File: src/hw/rtcsaw_pkg.sv
// ****************************************************************
// Constants of the sub-second alarm and wakeup timer block
// ****************************************************************
package rtcsaw_pkg;

    localparam int          CLK_PERIOD_NS   = 50;
    localparam int          SS_W            = 15;
    localparam int          SS_REG_W        = 16;
    localparam int          CMPW_W          = 4;
    localparam int          RELOAD_W        = 16;
    localparam int          WCNT_W          = 17;
    localparam int          DIV_W           = 4;
    localparam int          WF_SYNC_CYCLES  = 2;

    localparam logic [7:0]  KEY_FIRST       = 8'hCA;
    localparam logic [7:0]  KEY_SECOND      = 8'h53;
    localparam logic [7:0]  KEY_RELOCK      = 8'hFF;

    localparam logic [14:0] SS_CNT_RST      = 15'h0000;
    localparam logic [14:0] ALARM_SS_RST    = 15'h0000;
    localparam logic [3:0]  CMPW_RST        = 4'h0;
    localparam logic [15:0] RELOAD_RST      = 16'hFFFF;
    localparam logic [2:0]  CKSEL_RST       = 3'h0;
    localparam logic [16:0] WCNT_RST        = 17'h00000;
    localparam logic [3:0]  DIV_RST         = 4'h0;

    // Clock select codes; 1xx uses the one-second tick, 11x adds bit 16
    localparam logic [2:0]  CKSEL_DIV16     = 3'h0;
    localparam logic [2:0]  CKSEL_DIV8      = 3'h1;
    localparam logic [2:0]  CKSEL_DIV4      = 3'h2;
    localparam logic [2:0]  CKSEL_DIV2      = 3'h3;
    localparam logic [1:0]  CKSEL_EXT_TOP   = 2'h3;

    typedef enum logic [1:0] {
        WP_LOCKED = 2'b00,
        WP_KEY1   = 2'b01,
        WP_OPEN   = 2'b11
    } rtcsaw_wp_e;

    typedef enum logic [1:0] {
        OSEL_OFF     = 2'h0,
        OSEL_ALARM_A = 2'h1,
        OSEL_ALARM_B = 2'h2,
        OSEL_WAKEUP  = 2'h3
    } rtcsaw_osel_e;

endpackage

File: src/hw/rtcsaw_wk_if.sv
`timescale 1ns/1ps
`default_nettype none
// ****************************************************************
// Link between the register side and the wakeup timer
// ****************************************************************
interface rtcsaw_wk_if;
    logic        enable;
    logic [15:0] reload;
    logic [2:0]  clksel;
    logic        one_hz_tick;
    logic        event_pulse;
    logic [16:0] count;

    modport ctl (output enable, output reload, output clksel, output one_hz_tick,
                 input event_pulse, input count);
    modport tmr (input enable, input reload, input clksel, input one_hz_tick,
                 output event_pulse, output count);
endinterface
`default_nettype wire

File: src/hw/rtcsaw_top.sv
`timescale 1ns/1ps
`default_nettype none
// Summary of operation
// - Two independent sub-second alarms A and B behave identically.
// - Each alarm compares its sub-second value with the running sub-second count.
// - Sub-second counter counts down to zero, then reloads the prescaler setting.
// - Compare width zero: alarm condition met on every seconds increment.
// - Compare width n compares only the n low sub-second bits.
// - The counter's overflow bit never enters the comparison.
// - Wakeup timer counts down, flags and interrupts at zero, then reloads.
// - Wakeup, alarm A or alarm B drive one shared pad, polarity selectable.
// - Keys 0xCA then 0x53 unlock writes, 0xFF relocks; locked writes ignored.
// - Write-allowed flag rises two cycles after wakeup enable is cleared.
// - Re-enabling restarts the wakeup count from the programmed reload.
// - Select codes 000 to 011 divide the kernel clock by 16, 8, 4, 2.
// - Codes 10x count one-second ticks with the 16-bit reload.
// - Codes 11x add 2^16 to the reload, counting from up to 0x1FFFF.
// - Wakeup period is effective reload plus one times the tick period.
// - Alarm settings accept writes only while disabled or in init mode.
module rtcsaw_top
    import rtcsaw_pkg::*;
(
    input  wire logic                core_clk,
    input  wire logic                rstn,
    input  wire logic                async_prescaler_tick,
    input  wire logic [SS_W-1:0]     prescaler_setting,
    input  wire logic                init_mode,
    input  wire logic                key_wr,
    input  wire logic [7:0]          key_data,
    input  wire logic                ctrl_wr,
    input  wire logic                wakeup_timer_enable_in,
    input  wire logic [1:0]          alarm_enable_in,
    input  wire logic [2:0]          wakeup_clock_select_in,
    input  wire logic [1:0]          out_select_in,
    input  wire logic                out_polarity_in,
    input  wire logic [2:0]          irq_enable_in,
    input  wire logic                reload_wr,
    input  wire logic [RELOAD_W-1:0] wakeup_reload_value_in,
    input  wire logic [1:0]          alarm_wr,
    input  wire logic [SS_W-1:0]     alarm_subsecond_value_in,
    input  wire logic [CMPW_W-1:0]   compare_width_in,
    input  wire logic [1:0]          alarm_time_match,
    input  wire logic [2:0]          flag_clear,
    output logic [SS_REG_W-1:0]      subsecond_counter_reg,
    output logic                     one_hz_prescaled_clock,
    output logic                     write_unlocked,
    output logic                     wakeup_timer_enable,
    output logic                     wakeup_write_allowed_flag,
    output logic [1:0]               alarm_write_allowed,
    output logic [RELOAD_W-1:0]      wakeup_reload_value,
    output logic [2:0]               wakeup_clock_select,
    output logic [WCNT_W-1:0]        wakeup_count,
    output logic [1:0]               alarm_flags,
    output logic                     wakeup_flag,
    output logic [2:0]               irq,
    output logic                     alarm_out
);

    // ****************************************************************
    // Write protection
    // ****************************************************************
    rtcsaw_wp_e wp_r, wp_nxt;

    always_comb begin
        wp_nxt = wp_r;
        if (key_wr) begin
            unique case (wp_r)
                WP_LOCKED: wp_nxt = (key_data == KEY_FIRST) ? WP_KEY1 : WP_LOCKED;
                WP_KEY1:   wp_nxt = (key_data == KEY_SECOND) ? WP_OPEN : WP_LOCKED;
                WP_OPEN:   wp_nxt = (key_data == KEY_RELOCK) ? WP_LOCKED : WP_OPEN;
                default:   wp_nxt = WP_LOCKED;
            endcase
        end
    end

    always_ff @(posedge core_clk or negedge rstn) begin
        if (!rstn) begin
            wp_r <= WP_LOCKED;
        end else begin
            wp_r <= wp_nxt;
        end
    end

    assign write_unlocked = (wp_r == WP_OPEN);

    // ****************************************************************
    // Control and configuration
    // ****************************************************************
    logic                wen_r, wen_nxt;
    logic [1:0]          aen_r, aen_nxt;
    logic [2:0]          en_d1_r, en_d1_nxt;
    logic [2:0]          en_d2_r, en_d2_nxt;
    logic [2:0]          cksel_r, cksel_nxt;
    logic [1:0]          osel_r, osel_nxt;
    logic                opol_r, opol_nxt;
    logic [2:0]          ie_r, ie_nxt;
    logic [RELOAD_W-1:0] reload_r, reload_nxt;
    logic [SS_W-1:0]     ass_r [2], ass_nxt [2];
    logic [CMPW_W-1:0]   acw_r [2], acw_nxt [2];

    // Enables pass a two-stage pipe, mirroring the calendar-side handshake delay
    assign wakeup_write_allowed_flag = !wen_r && !en_d2_r[2];
    assign alarm_write_allowed       = ~aen_r & ~en_d2_r[1:0];

    always_comb begin
        wen_nxt    = wen_r;
        aen_nxt    = aen_r;
        cksel_nxt  = cksel_r;
        osel_nxt   = osel_r;
        opol_nxt   = opol_r;
        ie_nxt     = ie_r;
        reload_nxt = reload_r;
        ass_nxt    = ass_r;
        acw_nxt    = acw_r;
        en_d1_nxt  = {wen_r, aen_r};
        en_d2_nxt  = en_d1_r;
        if (write_unlocked && ctrl_wr) begin
            wen_nxt  = wakeup_timer_enable_in;
            aen_nxt  = alarm_enable_in;
            osel_nxt = out_select_in;
            opol_nxt = out_polarity_in;
            ie_nxt   = irq_enable_in;
            // Select only moves while the timer is idle or in init mode; a live change would skew a period
            if (wakeup_write_allowed_flag || init_mode) begin
                cksel_nxt = wakeup_clock_select_in;
            end
        end
        if (write_unlocked && reload_wr && (wakeup_write_allowed_flag || init_mode)) begin
            reload_nxt = wakeup_reload_value_in;
        end
        for (int i = 0; i < 2; i++) begin
            if (write_unlocked && alarm_wr[i] && (alarm_write_allowed[i] || init_mode)) begin
                ass_nxt[i] = alarm_subsecond_value_in;
                acw_nxt[i] = compare_width_in;
            end
        end
    end

    always_ff @(posedge core_clk or negedge rstn) begin
        if (!rstn) begin
            wen_r    <= 1'b0;
            aen_r    <= 2'b00;
            en_d1_r  <= 3'b000;
            en_d2_r  <= 3'b000;
            cksel_r  <= CKSEL_RST;
            osel_r   <= OSEL_OFF;
            opol_r   <= 1'b0;
            ie_r     <= 3'b000;
            reload_r <= RELOAD_RST;
            ass_r    <= '{ALARM_SS_RST, ALARM_SS_RST};
            acw_r    <= '{CMPW_RST, CMPW_RST};
        end else begin
            wen_r    <= wen_nxt;
            aen_r    <= aen_nxt;
            en_d1_r  <= en_d1_nxt;
            en_d2_r  <= en_d2_nxt;
            cksel_r  <= cksel_nxt;
            osel_r   <= osel_nxt;
            opol_r   <= opol_nxt;
            ie_r     <= ie_nxt;
            reload_r <= reload_nxt;
            ass_r    <= ass_nxt;
            acw_r    <= acw_nxt;
        end
    end

    assign wakeup_timer_enable = wen_r;
    assign wakeup_reload_value = reload_r;
    assign wakeup_clock_select = cksel_r;

    // ****************************************************************
    // Sub-second counter
    // ****************************************************************
    logic [SS_W-1:0] ss_r, ss_nxt;
    logic            step_r, sec_r;

    always_comb begin
        ss_nxt = ss_r;
        if (async_prescaler_tick) begin
            ss_nxt = (ss_r == '0) ? prescaler_setting : ss_r - 15'h0001;
        end
    end

    // Step and second pulses line up with the cycle in which the new count is visible
    always_ff @(posedge core_clk or negedge rstn) begin
        if (!rstn) begin
            ss_r   <= SS_CNT_RST;
            step_r <= 1'b0;
            sec_r  <= 1'b0;
        end else begin
            ss_r   <= ss_nxt;
            step_r <= async_prescaler_tick;
            sec_r  <= async_prescaler_tick && ss_r == '0;
        end
    end

    // Bit 15 is the overflow position; this block never sets it
    assign subsecond_counter_reg  = {1'b0, ss_r};
    assign one_hz_prescaled_clock = sec_r;

    // ****************************************************************
    // Alarms and wakeup timer
    // ****************************************************************
    logic [1:0] alarm_event;
    rtcsaw_wk_if wk ();

    genvar ga;
    for (ga = 0; ga < 2; ga++) begin : g_alarm
        rtcsaw_ss_alarm u_alarm (
            .core_clk              (core_clk),
            .rstn                  (rstn),
            .alarm_enable          (aen_r[ga]),
            .alarm_subsecond_value (ass_r[ga]),
            .compare_width         (acw_r[ga]),
            .subsec_cnt            (ss_r),
            .subsec_step           (step_r),
            .second_tick           (sec_r),
            .other_fields_match    (alarm_time_match[ga]),
            .alarm_event           (alarm_event[ga])
        );
    end

    // Timer starts on the delayed enable but stops as soon as wen_r clears, two cycles before the flag rises
    assign wk.enable      = en_d2_r[2] && wen_r;
    assign wk.reload      = reload_r;
    assign wk.clksel      = cksel_r;
    assign wk.one_hz_tick = sec_r;

    rtcsaw_wakeup u_wakeup (
        .core_clk (core_clk),
        .rstn     (rstn),
        .wk       (wk)
    );
    assign wakeup_count = wk.count;

    // ****************************************************************
    // Flags, interrupts and shared pad
    // ****************************************************************
    logic [2:0] flag_r, flag_nxt;
    logic [2:0] evt;
    logic       pad_r, pad_nxt;

    assign evt = {wk.event_pulse, alarm_event};

    always_comb begin
        // A new event wins over a clear in the same cycle
        flag_nxt = evt | (flag_r & ~flag_clear);
        unique case (rtcsaw_osel_e'(osel_r))
            OSEL_ALARM_A: pad_nxt = flag_r[0] ^ opol_r;
            OSEL_ALARM_B: pad_nxt = flag_r[1] ^ opol_r;
            OSEL_WAKEUP:  pad_nxt = flag_r[2] ^ opol_r;
            OSEL_OFF:     pad_nxt = opol_r;
        endcase
    end

    always_ff @(posedge core_clk or negedge rstn) begin
        if (!rstn) begin
            flag_r <= 3'b000;
            pad_r  <= 1'b0;
        end else begin
            flag_r <= flag_nxt;
            pad_r  <= pad_nxt;
        end
    end

    assign alarm_flags = flag_r[1:0];
    assign wakeup_flag = flag_r[2];
    assign irq         = flag_r & ie_r;
    assign alarm_out   = pad_r;
endmodule // rtcsaw_top
`default_nettype wire

File: src/hw/rtcsaw_ss_alarm.sv
`timescale 1ns/1ps
`default_nettype none
module rtcsaw_ss_alarm
    import rtcsaw_pkg::*;
(
    input  wire logic              core_clk,
    input  wire logic              rstn,
    input  wire logic              alarm_enable,
    input  wire logic [SS_W-1:0]   alarm_subsecond_value,
    input  wire logic [CMPW_W-1:0] compare_width,
    input  wire logic [SS_W-1:0]   subsec_cnt,
    input  wire logic              subsec_step,
    input  wire logic              second_tick,
    input  wire logic              other_fields_match,
    output logic                   alarm_event
);
    logic [SS_W-1:0] cmp_mask;
    logic            ss_match;

    // Bit i takes part only when it is below the compare width
    genvar gi;
    for (gi = 0; gi < SS_W; gi++) begin : g_mask
        assign cmp_mask[gi] = (CMPW_W'(gi) < compare_width);
    end

    // Only the 15 counting bits enter; the overflow bit never reaches here
    assign ss_match = ((alarm_subsecond_value ^ subsec_cnt) & cmp_mask) == '0;

    always_comb begin
        if (compare_width == '0) begin
            alarm_event = alarm_enable & other_fields_match & second_tick;
        end else begin
            alarm_event = alarm_enable & other_fields_match & subsec_step & ss_match;
        end
    end
endmodule // rtcsaw_ss_alarm
`default_nettype wire

File: src/hw/rtcsaw_wakeup.sv
`timescale 1ns/1ps
`default_nettype none
module rtcsaw_wakeup
    import rtcsaw_pkg::*;
(
    input  wire logic core_clk,
    input  wire logic rstn,
    rtcsaw_wk_if.tmr  wk
);
    logic [DIV_W-1:0]  div_r, div_nxt;
    logic [WCNT_W-1:0] cnt_r, cnt_nxt;
    logic              run_r, run_nxt;
    logic              ev_r, ev_nxt;
    logic              tick;
    logic [WCNT_W-1:0] reload_eff;

    // Codes 11x extend the count with 2^16 added to the reload
    assign reload_eff = {(wk.clksel[2:1] == CKSEL_EXT_TOP), wk.reload};

    always_comb begin
        if (wk.clksel[2]) begin
            tick = wk.one_hz_tick;
        end else begin
            unique case (wk.clksel)
                CKSEL_DIV16: tick = (div_r == 4'hF);
                CKSEL_DIV8:  tick = (div_r[2:0] == 3'h7);
                CKSEL_DIV4:  tick = (div_r[1:0] == 2'h3);
                default:     tick = div_r[0];
            endcase
        end
    end

    always_comb begin
        div_nxt = div_r + 4'h1;
        run_nxt = wk.enable;
        cnt_nxt = cnt_r;
        ev_nxt  = 1'b0;
        if (wk.enable && !run_r) begin
            cnt_nxt = reload_eff;
        end else if (run_r && wk.enable && tick) begin
            if (cnt_r == '0) begin
                cnt_nxt = reload_eff;
                ev_nxt  = 1'b1;
            end else begin
                cnt_nxt = cnt_r - 17'h00001;
            end
        end
    end

    always_ff @(posedge core_clk or negedge rstn) begin
        if (!rstn) begin
            div_r <= DIV_RST;
            cnt_r <= WCNT_RST;
            run_r <= 1'b0;
            ev_r  <= 1'b0;
        end else begin
            div_r <= div_nxt;
            cnt_r <= cnt_nxt;
            run_r <= run_nxt;
            ev_r  <= ev_nxt;
        end
    end

    assign wk.event_pulse = ev_r;
    assign wk.count       = cnt_r;
endmodule // rtcsaw_wakeup
`default_nettype wire

File: config.mk
export PLATFORM = sky130hd
export DESIGN_NAME = rtcsaw_top
export DESIGN_NICKNAME = d
export VERILOG_FILES = /design/src/hw/rtcsaw_pkg.sv /design/src/hw/rtcsaw_wk_if.sv /design/src/hw/rtcsaw_top.sv /design/src/hw/rtcsaw_ss_alarm.sv /design/src/hw/rtcsaw_wakeup.sv
export SDC_FILE = /design/constraint.sdc
export NUM_CORES = 1
export LEC_CHECK = 0
export ABC_AREA = 1
export BUFFER_PORTS_ARGS = -buffer_cell sky130_fd_sc_hd__buf_4
export CORE_MARGIN = 2
export CORE_UTILIZATION = 49
export DETAILED_ROUTE_END_ITERATION = 10
export PLACE_DENSITY = 0.77
export SETUP_SLACK_MARGIN = 0.4
export SLEW_MARGIN = 25
export SYNTH_ARGS = -nofsm -noshare
export SYNTH_HDL_FRONTEND = slang
export SYNTH_SLANG_ARGS = --single-unit
File: constraint.sdc
create_clock -name core_clk -period 1.5 [get_ports core_clk]
set_clock_uncertainty 0.05 [all_clocks]
set_input_delay 0.15 -clock core_clk [delete_from_list [all_inputs] [get_ports core_clk]]
set_output_delay 0.15 -clock core_clk [all_outputs]
set_load 0.05 [all_outputs]
==> flow_metrics.py, run 1 <==
metrics = {
    "yosys": {
        "synth_seq_cells": 118,
        "synthCells": 879,
        "yosysWarningCount": 0,
        "ys_top_cells_by_area": "dfrtp_1 (39%), nand2_1 (18%), inv_1 (6.7%)",
        "ys_seq_area_share_pct": 46.0,
        "yosysMostFrequentCell": "nand2_1",
        "ys_types": 42,
        "synth_top_area_share_pct": 39.5,
        "synth_edf_count": 0,
        "synth_common_cells": "nand2_1 (312), inv_1 (115), dfrtp_1 (102)",
        "ys.flop_type": "dfrtp_1",
        "synthesis.area_um2": 6460,
        "ys_async_sr_fraction_pct": 100,
        "synth_nets": 969,
        "synth_top_cell_by_area": "dfrtp_1",
        "synth.avg_cell_area_um2": 7.35,
    },
    "floorplan": {
        "die_w_um": 119,
        "io_pins": 149,
        "die_h_um": 119,
        "num_rows": 41,
        "start_util_pct": 50.6,
    },
    "cts": {
        "htreeDepth": 4,
        "cts-root-buf": "clkbuf_16",
        "clk_path_buf_depth": 2,
        "cts_buffers": 17,
        "clock-sinks": 118,
    },
    "run_status": {
        "error_line": "[ERROR DPL-0038] Utilization greater than 100%, impossible to legalize",
        "status": "did not finish",
        "stop_stage": "5_1_grt",
    },
    "timing": {
        "worst_endpoint_kind": "register input",
        "postGrtWorstEndpoint": "u_wakeup.wk.count[4]$_DFFE_PN0P_/D",
    },
    "place": {
        "numPortBuffers": 147,
        "routabilityCongestion": 0.917,
        "pre_cts_slack_ps": -224,
        "post-dp-hpwl_um": 13100,
        "dp_cells": 1261,
    },
    "grt": {
        "grt_start_max_net_pins": 43,
    },
}
[per-stage QoR]
| step | instance area, um^2 | hold slack (ps) | util [%] |
|---|---|---|---|
| after floorplan | 6630 | -196 | - |
| after global placement | 8480 | 33.1 | 66.4 |
| after detailed placement | 8480 | 31.7 | 66.4 |
| after CTS | 11600 | -5.27 | 91.2 |
[cells by family after synthesis]
kind of cell	after synthesis	share of synthesized area, %
AND/OR/NAND/NOR	487	31.5
buffers and inverters	139	8.87
flip-flops	118	46.0
AO/OA/AOI/OAI	99	8.40
XOR/XNOR	27	3.66
adder cells (fa/ha/maj)	6	1.16
multiplexers	2	0.348
other	1	0.0580
[repair_timing]
| item | CTS |
|---|---|
| buffers inserted | 46 |
| gates resized for setup | 364 |
| pin swaps | 48 |
| hold buffers | 66 |
| endpoints found under the hold margin | 161 |
| cloned | 15 |
| setup endpoints to repair | 168 |
==> run 2: changes to the inputs <==
--- a/config.mk
+++ b/config.mk
@@ -8,10 +8,9 @@
 export ABC_AREA = 1
 export BUFFER_PORTS_ARGS = -buffer_cell sky130_fd_sc_hd__buf_4
 export CORE_MARGIN = 2
-export CORE_UTILIZATION = 49
+export CORE_UTILIZATION = 40
 export DETAILED_ROUTE_END_ITERATION = 10
-export PLACE_DENSITY = 0.77
-export SETUP_SLACK_MARGIN = 0.4
+export PLACE_DENSITY_LB_ADDON = 0.15
 export SLEW_MARGIN = 25
 export SYNTH_ARGS = -nofsm -noshare
 export SYNTH_HDL_FRONTEND = slang
==> constraint.sdc (replaced) <==
create_clock -name core_clk -period 2 [get_ports core_clk]
set_clock_uncertainty 0.05 [all_clocks]
set_input_delay 0.2 -clock core_clk [delete_from_list [all_inputs] [get_ports core_clk]]
set_output_delay 0.2 -clock core_clk [all_outputs]
set_load 0.05 [all_outputs]
==> run 2 against run 1 <==
The flow now finishes without violations. Synthesized area stayed put. Synthesized cell count unchanged.
==> flow_metrics.py, run 2 <==
metrics = {
    "yosys": {
        "yosysMostFrequentCell": "nand2_1",
        "synth_top_cell_by_area": "dfrtp_1",
        "synth_edf_count": 0,
        "synth_mux_area_share_pct": 0.348,
        "synth-compound-area-share_pct": 8.40,
        "synthCells": 879,
        "synth_seq_cells": 118,
        "synth.avg_cell_area_um2": 7.35,
        "ys_async_sr_fraction_pct": 100,
        "ys.flop_type": "dfrtp_1",
        "yosys.area_share.simple_pct": 31.5,
        "synth_nets": 969,
        "synth-xor-area-share_pct": 3.66,
        "ys_top_cells_by_area": "dfrtp_1 (39%), nand2_1 (18%), inv_1 (6.7%)",
        "synthesis.area_um2": 6460,
        "ys_seq_area_share_pct": 46.0,
        "synth_adder_area_share_pct": 1.16,
        "ys_types": 42,
        "synth_top_area_share_pct": 39.5,
        "synth_common_cells": "nand2_1 (312), inv_1 (115), dfrtp_1 (102)",
        "synth_top_family_by_area": "simple AND/OR/NAND/NOR gates",
        "yosysWarningCount": 0,
    },
    "routing": {
        "ant_nets": 0,
        "first_pass_iters": 7,
        "drtIter0Drc": 263,
        "num_vias": 6096,
        "viasPerCell": 4.64,
        "drc": 0,
        "wl_per_cell_um": 13.6,
        "drt_wl_total_um": 17900,
    },
    "timing": {
        "fin_setup_tns_ps": 0,
        "setup_viol": 0,
        "finalCriticalPeriod_ps": 1750,
        "final-hold-violation-count": 0,
        "holdWs_ps": 9.45,
        "maxSlewHeadroom_pct": 65.2,
        "worst_pin_slew_ps": 521,
        "rsz0062_at_grt": "false",
        "fmax_ghz": 0.571,
        "slew_viol_final": 0,
        "finalCritPeriodShare_pct": 87.5,
    },
    "layout": {
        "nFillCells": 1510,
        "final_nets": 1175,
        "seqCellArea_um2": 2970,
        "syn_to_final_growth_pct": 38.1,
        "multi_input_area_um2": 2920,
        "diodes": 0,
        "finalInstanceArea_um2": 8930,
        "final_cell_mix": "nand2_1 (312), buf_4 (169), inv_1 (115), dfrtp_1 (102), nor2_1 (81)",
        "layout-drive-gt1-share_pct": 21.9,
        "largest_reg_flops": 30,
        "top_register": "ass_r",
        "layout.cells.most_common": "nand2_1",
    },
    "grt": {
        "grt_start_max_net_pins": 48,
        "grt_pass1_vias": 6119,
        "antenna_found_initial": 0,
        "grt_usage_pct": 21.8,
        "grt_pass1_wl_um": 30100,
        "gr-total-overflow": 0,
    },
    "worst_setup_path": {
        "path_max_fanout": 6,
        "cpMostUsedCell": "nand2_1",
        "cp_slowest_cell": "dfrtp_1",
        "arrival_ps": 2010,
        "cp-end-kind": "flip-flop",
        "crit_type": "flip-flop to flip-flop",
        "cpPeakStageDelay_ps": 400,
        "start_kind": "flip-flop",
        "crit_required_ps": 2260,
        "crit_chain": "inv_1 > ha_1 > nand2_1 > nor2_1 > xor2_1 > nand2_1 > nand3_1 > nand2_1",
    },
    "job": {
        "max_cap_viol_count": 0,
    },
    "cts": {
        "cts_buffers": 17,
        "htreeDepth": 4,
        "cts_tree": "done",
        "clkLatencyLatePin_ps": 420,
        "cts-root-buf": "clkbuf_16",
        "clk_path_buf_depth": 2,
        "cts_resized": 0,
        "path_clk_slew_ps": 60,
        "clock-sinks": 118,
    },
    "floorplan": {
        "die_w_um": 131,
        "num_rows": 46,
        "die_h_um": 131,
        "design.die.area_um2": 17200,
        "core_um2": 15800,
        "io_pins": 149,
        "start_util_pct": 40.8,
    },
    "place": {
        "post-dp-hpwl_um": 13000,
        "numPortBuffers": 147,
        "routabilityCongestion": 0.805,
        "place_area_um2": 7900,
    },
    "power_and_ir_drop": {
        "power.density_nw_per_um2": 1300,
        "leakage_nw": 4.87,
        "p_switching_mw": 4.89,
        "seqPwrFrac_pct": 28.7,
        "peakVddDrop_mv": 0.922,
        "clkPwrFrac_pct": 28.0,
        "sw_frac_of_total_pct": 42.1,
        "pwr-share-comb_pct": 43.4,
        "intPower_mw": 6.71,
    },
    "min_path": {
        "hold_path_class": "input port to flip-flop",
    },
    "run_status": {
        "status": "finished clean",
    },
}
run 2: per-stage QoR:
| step | worst slack [ps] | util (%) | power [mW] | instances |
|---|---|---|---|---|
| floorplan | 77.5 | - | 6.75 | 879 |
| global placement | 280 | 49.9 | 8.29 | 1242 |
| detailed placement | 259 | 49.9 | 8.31 | 1242 |
| CTS | 226 | 56.4 | 11.7 | 1313 |
| global route | 2.54 | 56.4 | 12.3 | 1313 |
| finish | 250 | 56.4 | 11.6 | 1313 |
run 2: timing repair:
| action | CTS | global route |
|---|---|---|
| hold endpoints to repair | 66 | 0 |
| buffers inserted | 0 | 0 |
| hold buffers | 40 | 0 |
| setup endpoints to repair | 0 | 0 |
run 2: worst paths after layout:
path / startpoint / to / slack [ps] / cells after the start
max in group asynchronous: rstn / wakeup_reload_value[11]$_DFFE_PN1P_ / 1080 / 3
worst min-delay path: alarm_subsecond_value_in[12] / ass_r[27]$_DFFE_PN0P_ / 9 / 3
min in group asynchronous: rstn / wp_r[0]$_DFFE_PN0P_ / 190 / 2
worst min register to register: en_d1_r[2]$_DFF_PN0_ / en_d2_r[2]$_DFF_PN0_ / 300 / 0
worst max-delay path: u_wakeup.wk.count[0]$_DFFE_PN0P_ / u_wakeup.wk.count[8]$_DFFE_PN0P_ / 250 / 8
worst max register to register: u_wakeup.wk.count[0]$_DFFE_PN0P_ / u_wakeup.wk.count[8]$_DFFE_PN0P_ / 250 / 8
run 2: routing by layer:
metal	vias to the layer above	track usage [%]	wire length (um)
li1	3142	-	-
met1	2790	27.2	8010
met2	147	37.7	8680
met3	17	5.02	955
met4	0	6.88	235
met5	-	0	0
run 2: power by group through the flow:
stage	clock (mW)	combinational [mW]	sequential (mW)
after floorplan	0	2.35	4.40
after global placement	0	4.94	3.35
after detailed placement	0	4.94	3.36
after CTS	3.30	5.05	3.33
after global routing	3.41	5.53	3.41
final	3.24	5.03	3.32
run 2: worst max-delay path: cells and delay by family, from the launching register on:
| family | cells | cell delay [ps] |
|---|---|---|
| fa+ha+maj | 1 | 210 |
| xor+xnor | 1 | 210 |
| simple gates | 5 | 660 |
| flops | 1 | 400 |
| buf+inv | 1 | 110 |
run 2: logic make-up after synthesis:
logic type | Yosys count
multiplexers | 2
AND/OR/NAND/NOR | 487
other | 1
XOR/XNOR | 27
AO/OA/AOI/OAI | 99
buffers and inverters | 139
flip-flops | 118
adder cells (fa/ha/maj) | 6
run 2: cell type report:
| type | count | area share, % |
|---|---|---|
| well taps | 216 | 3.03 |
| clock buffers | 22 | 5.31 |
| multi-input cells | 622 | 32.7 |
| repair buffers | 211 | 19.1 |
| flip-flops and latches | 118 | 33.3 |
| clock inverters | 9 | 1.67 |
| inverters | 115 | 4.84 |
(Power assumes the default switching activity.)
==> run 3: changes to the inputs <==
--- a/config.mk
+++ b/config.mk
@@ -5,7 +5,6 @@
 export SDC_FILE = /design/constraint.sdc
 export NUM_CORES = 1
 export LEC_CHECK = 0
-export ABC_AREA = 1
 export BUFFER_PORTS_ARGS = -buffer_cell sky130_fd_sc_hd__buf_4
 export CORE_MARGIN = 2
 export CORE_UTILIZATION = 40
==> run 3 against run 2 <==
The flow now finishes with violations (negative setup slack). Clock power shrank 9.3%. Routed wire length shrank 4.7%. Count of clock-buffer cells in the layout fell by 3. Core utilization rose by 5.0 points. Total power is 24% lower. Sequential power decreased by 12%. Critical path type unchanged. Critical endpoint is now u_wakeup.wk.count[3]$_DFFE_PN0P_. Largest power group unchanged. Highest routed layer unchanged.
==> flow_metrics.py, run 3 <==
metrics = {
    "power_and_ir_drop": {
        "intPower_mw": 5.75,
        "sw_frac_of_total_pct": 34.9,
        "clkPwrFrac_pct": 33.3,
        "pwr-share-comb_pct": 33.5,
        "p_switching_mw": 3.08,
        "power.density_nw_per_um2": 985,
        "total_power_mw": 8.82,
        "seqPwrFrac_pct": 33.3,
        "leakage_nw": 4.17,
        "peakVddDrop_mv": 0.746,
    },
    "min_path": {
        "hold_path_class": "input port to flip-flop",
    },
    "floorplan": {
        "io_pins": 149,
        "core_um2": 14600,
        "design.die.area_um2": 16000,
        "start_util_pct": 41.1,
        "die_w_um": 126,
        "num_rows": 44,
        "die_h_um": 126,
    },
    "cts": {
        "htreeDepth": 4,
        "clock-sinks": 118,
        "clk_path_buf_depth": 2,
        "path_clk_slew_ps": 60,
        "clkLatencyLatePin_ps": 410,
        "cts_buffers": 17,
        "cts_tree": "done",
        "cts-root-buf": "clkbuf_16",
    },
    "yosys": {
        "ys_async_sr_fraction_pct": 100,
        "synth-xor-area-share_pct": 4.67,
        "synth_common_cells": "dfrtp_1 (102), mux2_2 (66), a21oi_1 (34)",
        "synth_seq_cells": 118,
        "synth-compound-area-share_pct": 13.3,
        "ys_types": 53,
        "synthCells": 556,
        "synth_top_area_share_pct": 42.5,
        "synth_nets": 646,
        "synth_top_cell_by_area": "dfrtp_1",
        "ys_seq_area_share_pct": 49.5,
        "synth.avg_cell_area_um2": 10.8,
        "yosysWarningCount": 0,
        "synthesis.area_um2": 6000,
        "synth_top_family_by_area": "multiplexers",
        "ys.flop_type": "dfrtp_1",
        "yosys.area_share.simple_pct": 12.4,
        "synth_mux_area_share_pct": 15.1,
        "yosysMostFrequentCell": "dfrtp_1",
        "synth_adder_area_share_pct": 1.25,
        "synth_edf_count": 0,
        "ys_top_cells_by_area": "dfrtp_1 (43%), mux2_2 (12%), dfstp_2 (7.0%)",
    },
    "routing": {
        "first_pass_iters": 4,
        "wl_per_cell_um": 17.1,
        "drtIter0Drc": 314,
        "num_vias": 5298,
        "drc": 0,
        "viasPerCell": 5.32,
        "ant_nets": 0,
        "drt_wl_total_um": 17000,
    },
    "run_status": {
        "violations": "negative setup slack",
        "status": "complete, but fails checks",
    },
    "timing": {
        "final-hold-violation-count": 0,
        "setup_slack_ps": -419,
        "finalCriticalPeriod_ps": 2420,
        "finalCritPeriodShare_pct": 121,
        "fmax_ghz": 0.413,
        "rsz0062_at_grt": "true",
        "setup_viol": 18,
        "worst_pin_slew_ps": 670,
        "maxSlewHeadroom_pct": 55.3,
        "fin_setup_tns_ps": -6620,
        "slew_viol_final": 0,
    },
    "worst_setup_path": {
        "path_max_fanout": 11,
        "crit_chain": "or4_4 > or4_4 > o32a_1 > buf_12 > mux2i_1 > a22o_1",
        "start_kind": "flip-flop",
        "crit_type": "flip-flop to flip-flop",
        "arrival_ps": 2670,
        "cp-end-kind": "flip-flop",
        "cp_slowest_cell": "or4_4",
        "cpPeakStageDelay_ps": 550,
        "crit_required_ps": 2250,
        "cpMostUsedCell": "or4_4",
    },
    "layout": {
        "finalInstanceArea_um2": 8960,
        "nFillCells": 1196,
        "final_cell_mix": "buf_4 (194), dfrtp_1 (88), mux2_2 (66), dlygate4sd3_1 (52), a21oi_1 (32)",
        "final_nets": 888,
        "top_register": "ass_r",
        "largest_reg_flops": 30,
        "layout.cells.most_common": "buf_4",
        "layout-drive-gt1-share_pct": 43.9,
        "diodes": 0,
        "syn_to_final_growth_pct": 49.3,
    },
    "grt": {
        "grt_pass1_wl_um": 27600,
        "gr-total-overflow": 0,
        "antenna_found_initial": 0,
        "grt_pass1_vias": 5502,
        "grt_usage_pct": 21.7,
        "grt_start_max_net_pins": 66,
    },
    "place": {
        "place_area_um2": 7730,
        "routabilityCongestion": 0.861,
        "post-dp-hpwl_um": 12100,
        "numPortBuffers": 147,
    },
    "job": {
        "max_cap_viol_count": 0,
    },
}
[run 3: kinds of logic after synthesis]
group / Yosys count
AOI/OAI and AO/OA: 125
xor gates and xnor gates: 32
adders and majority gates: 6
buffers and inverters: 54
DFF: 118
muxes: 82
other: 1
and+or+nand+nor: 138
[run 3: routing by layer]
metal	wire, um	GRT usage, %	part of all wire [%]
met3	737	5.02	4.3
met5	0	0	0
met1	7330	26.9	43
met2	8790	37.5	52
met4	167	6.72	0.98
[run 3: critical path: cells and delay by family (launching register included)]
family,cells,cell delay [ps]
AND/OR/NAND/NOR,2,1040
AO/OA/AOI/OAI,2,550
flip-flops,1,390
buffers and inverters,1,170
multiplexers,1,110
[run 3: layout make-up]
| type | instances | area, um^2 | share of cell area (%) |
|---|---|---|---|
| flip-flops and latches | 118 | 2990 | 33.4 |
| inverters | 20 | 75.1 | 0.838 |
| clock inverters | 13 | 133 | 1.48 |
| well taps | 184 | 230 | 2.57 |
| repair buffers | 257 | 2140 | 23.8 |
| multi-input cells | 384 | 2950 | 33.0 |
| clock buffers | 19 | 443 | 4.94 |
[run 3: metrics by stage]
step / instances / hold WS (ps) / setup slack, ps / util [%]
2_1_floorplan: 556 / -146 / -496 / -
3_3_place_gp: 904 / 199 / -406 / 53.0
3_5_place_dp: 904 / 199 / -432 / 53.0
4_1_cts: 989 / 6.39 / -418 / 60.8
5_1_grt: 995 / 23.3 / -492 / 61.4
6_report: 995 / 29.6 / -419 / 61.4
[run 3: power by group through the flow]
| stage | logic [mW] | registers (mW) | clock network [mW] |
|---|---|---|---|
| 2_1_floorplan | 1.35 | 3.42 | 0 |
| 5_1_grt | 3.20 | 2.97 | 3.11 |
| 3_5_place_dp | 2.75 | 2.99 | 0 |
| 3_3_place_gp | 2.72 | 2.97 | 0 |
| 6_report | 2.95 | 2.93 | 2.94 |
| 4_1_cts | 2.87 | 2.95 | 2.99 |
[run 3: repair_timing]
| action | in CTS | in global routing |
|---|---|---|
| gates resized for setup | 8 | 17 |
| hold buffers | 52 | 0 |
| pin swaps | 7 | 6 |
| setup endpoints to repair | 18 | 32 |
| endpoints found under the hold margin | 172 | 0 |
| setup buffers | 1 | 6 |
[run 3: final timing paths]
path | from | to | slack [ps] | cells past startpoint
worst max register to register | u_wakeup.wk.count[7]$_DFFE_PN0P_ | u_wakeup.wk.count[3]$_DFFE_PN0P_ | -420 | 6
min in group asynchronous | rstn | wp_r[0]$_DFFE_PN0P_ | 300 | 3
worst max-delay path | u_wakeup.wk.count[7]$_DFFE_PN0P_ | u_wakeup.wk.count[3]$_DFFE_PN0P_ | -420 | 6
max in group asynchronous | rstn | u_wakeup.wk.count[6]$_DFFE_PN0P_ | 950 | 3
worst min-delay path | prescaler_setting[1] | ss_r[1]$_DFFE_PN0P_ | 30 | 3
worst min register to register | en_d1_r[1]$_DFF_PN0_ | en_d2_r[1]$_DFF_PN0_ | 290 | 0
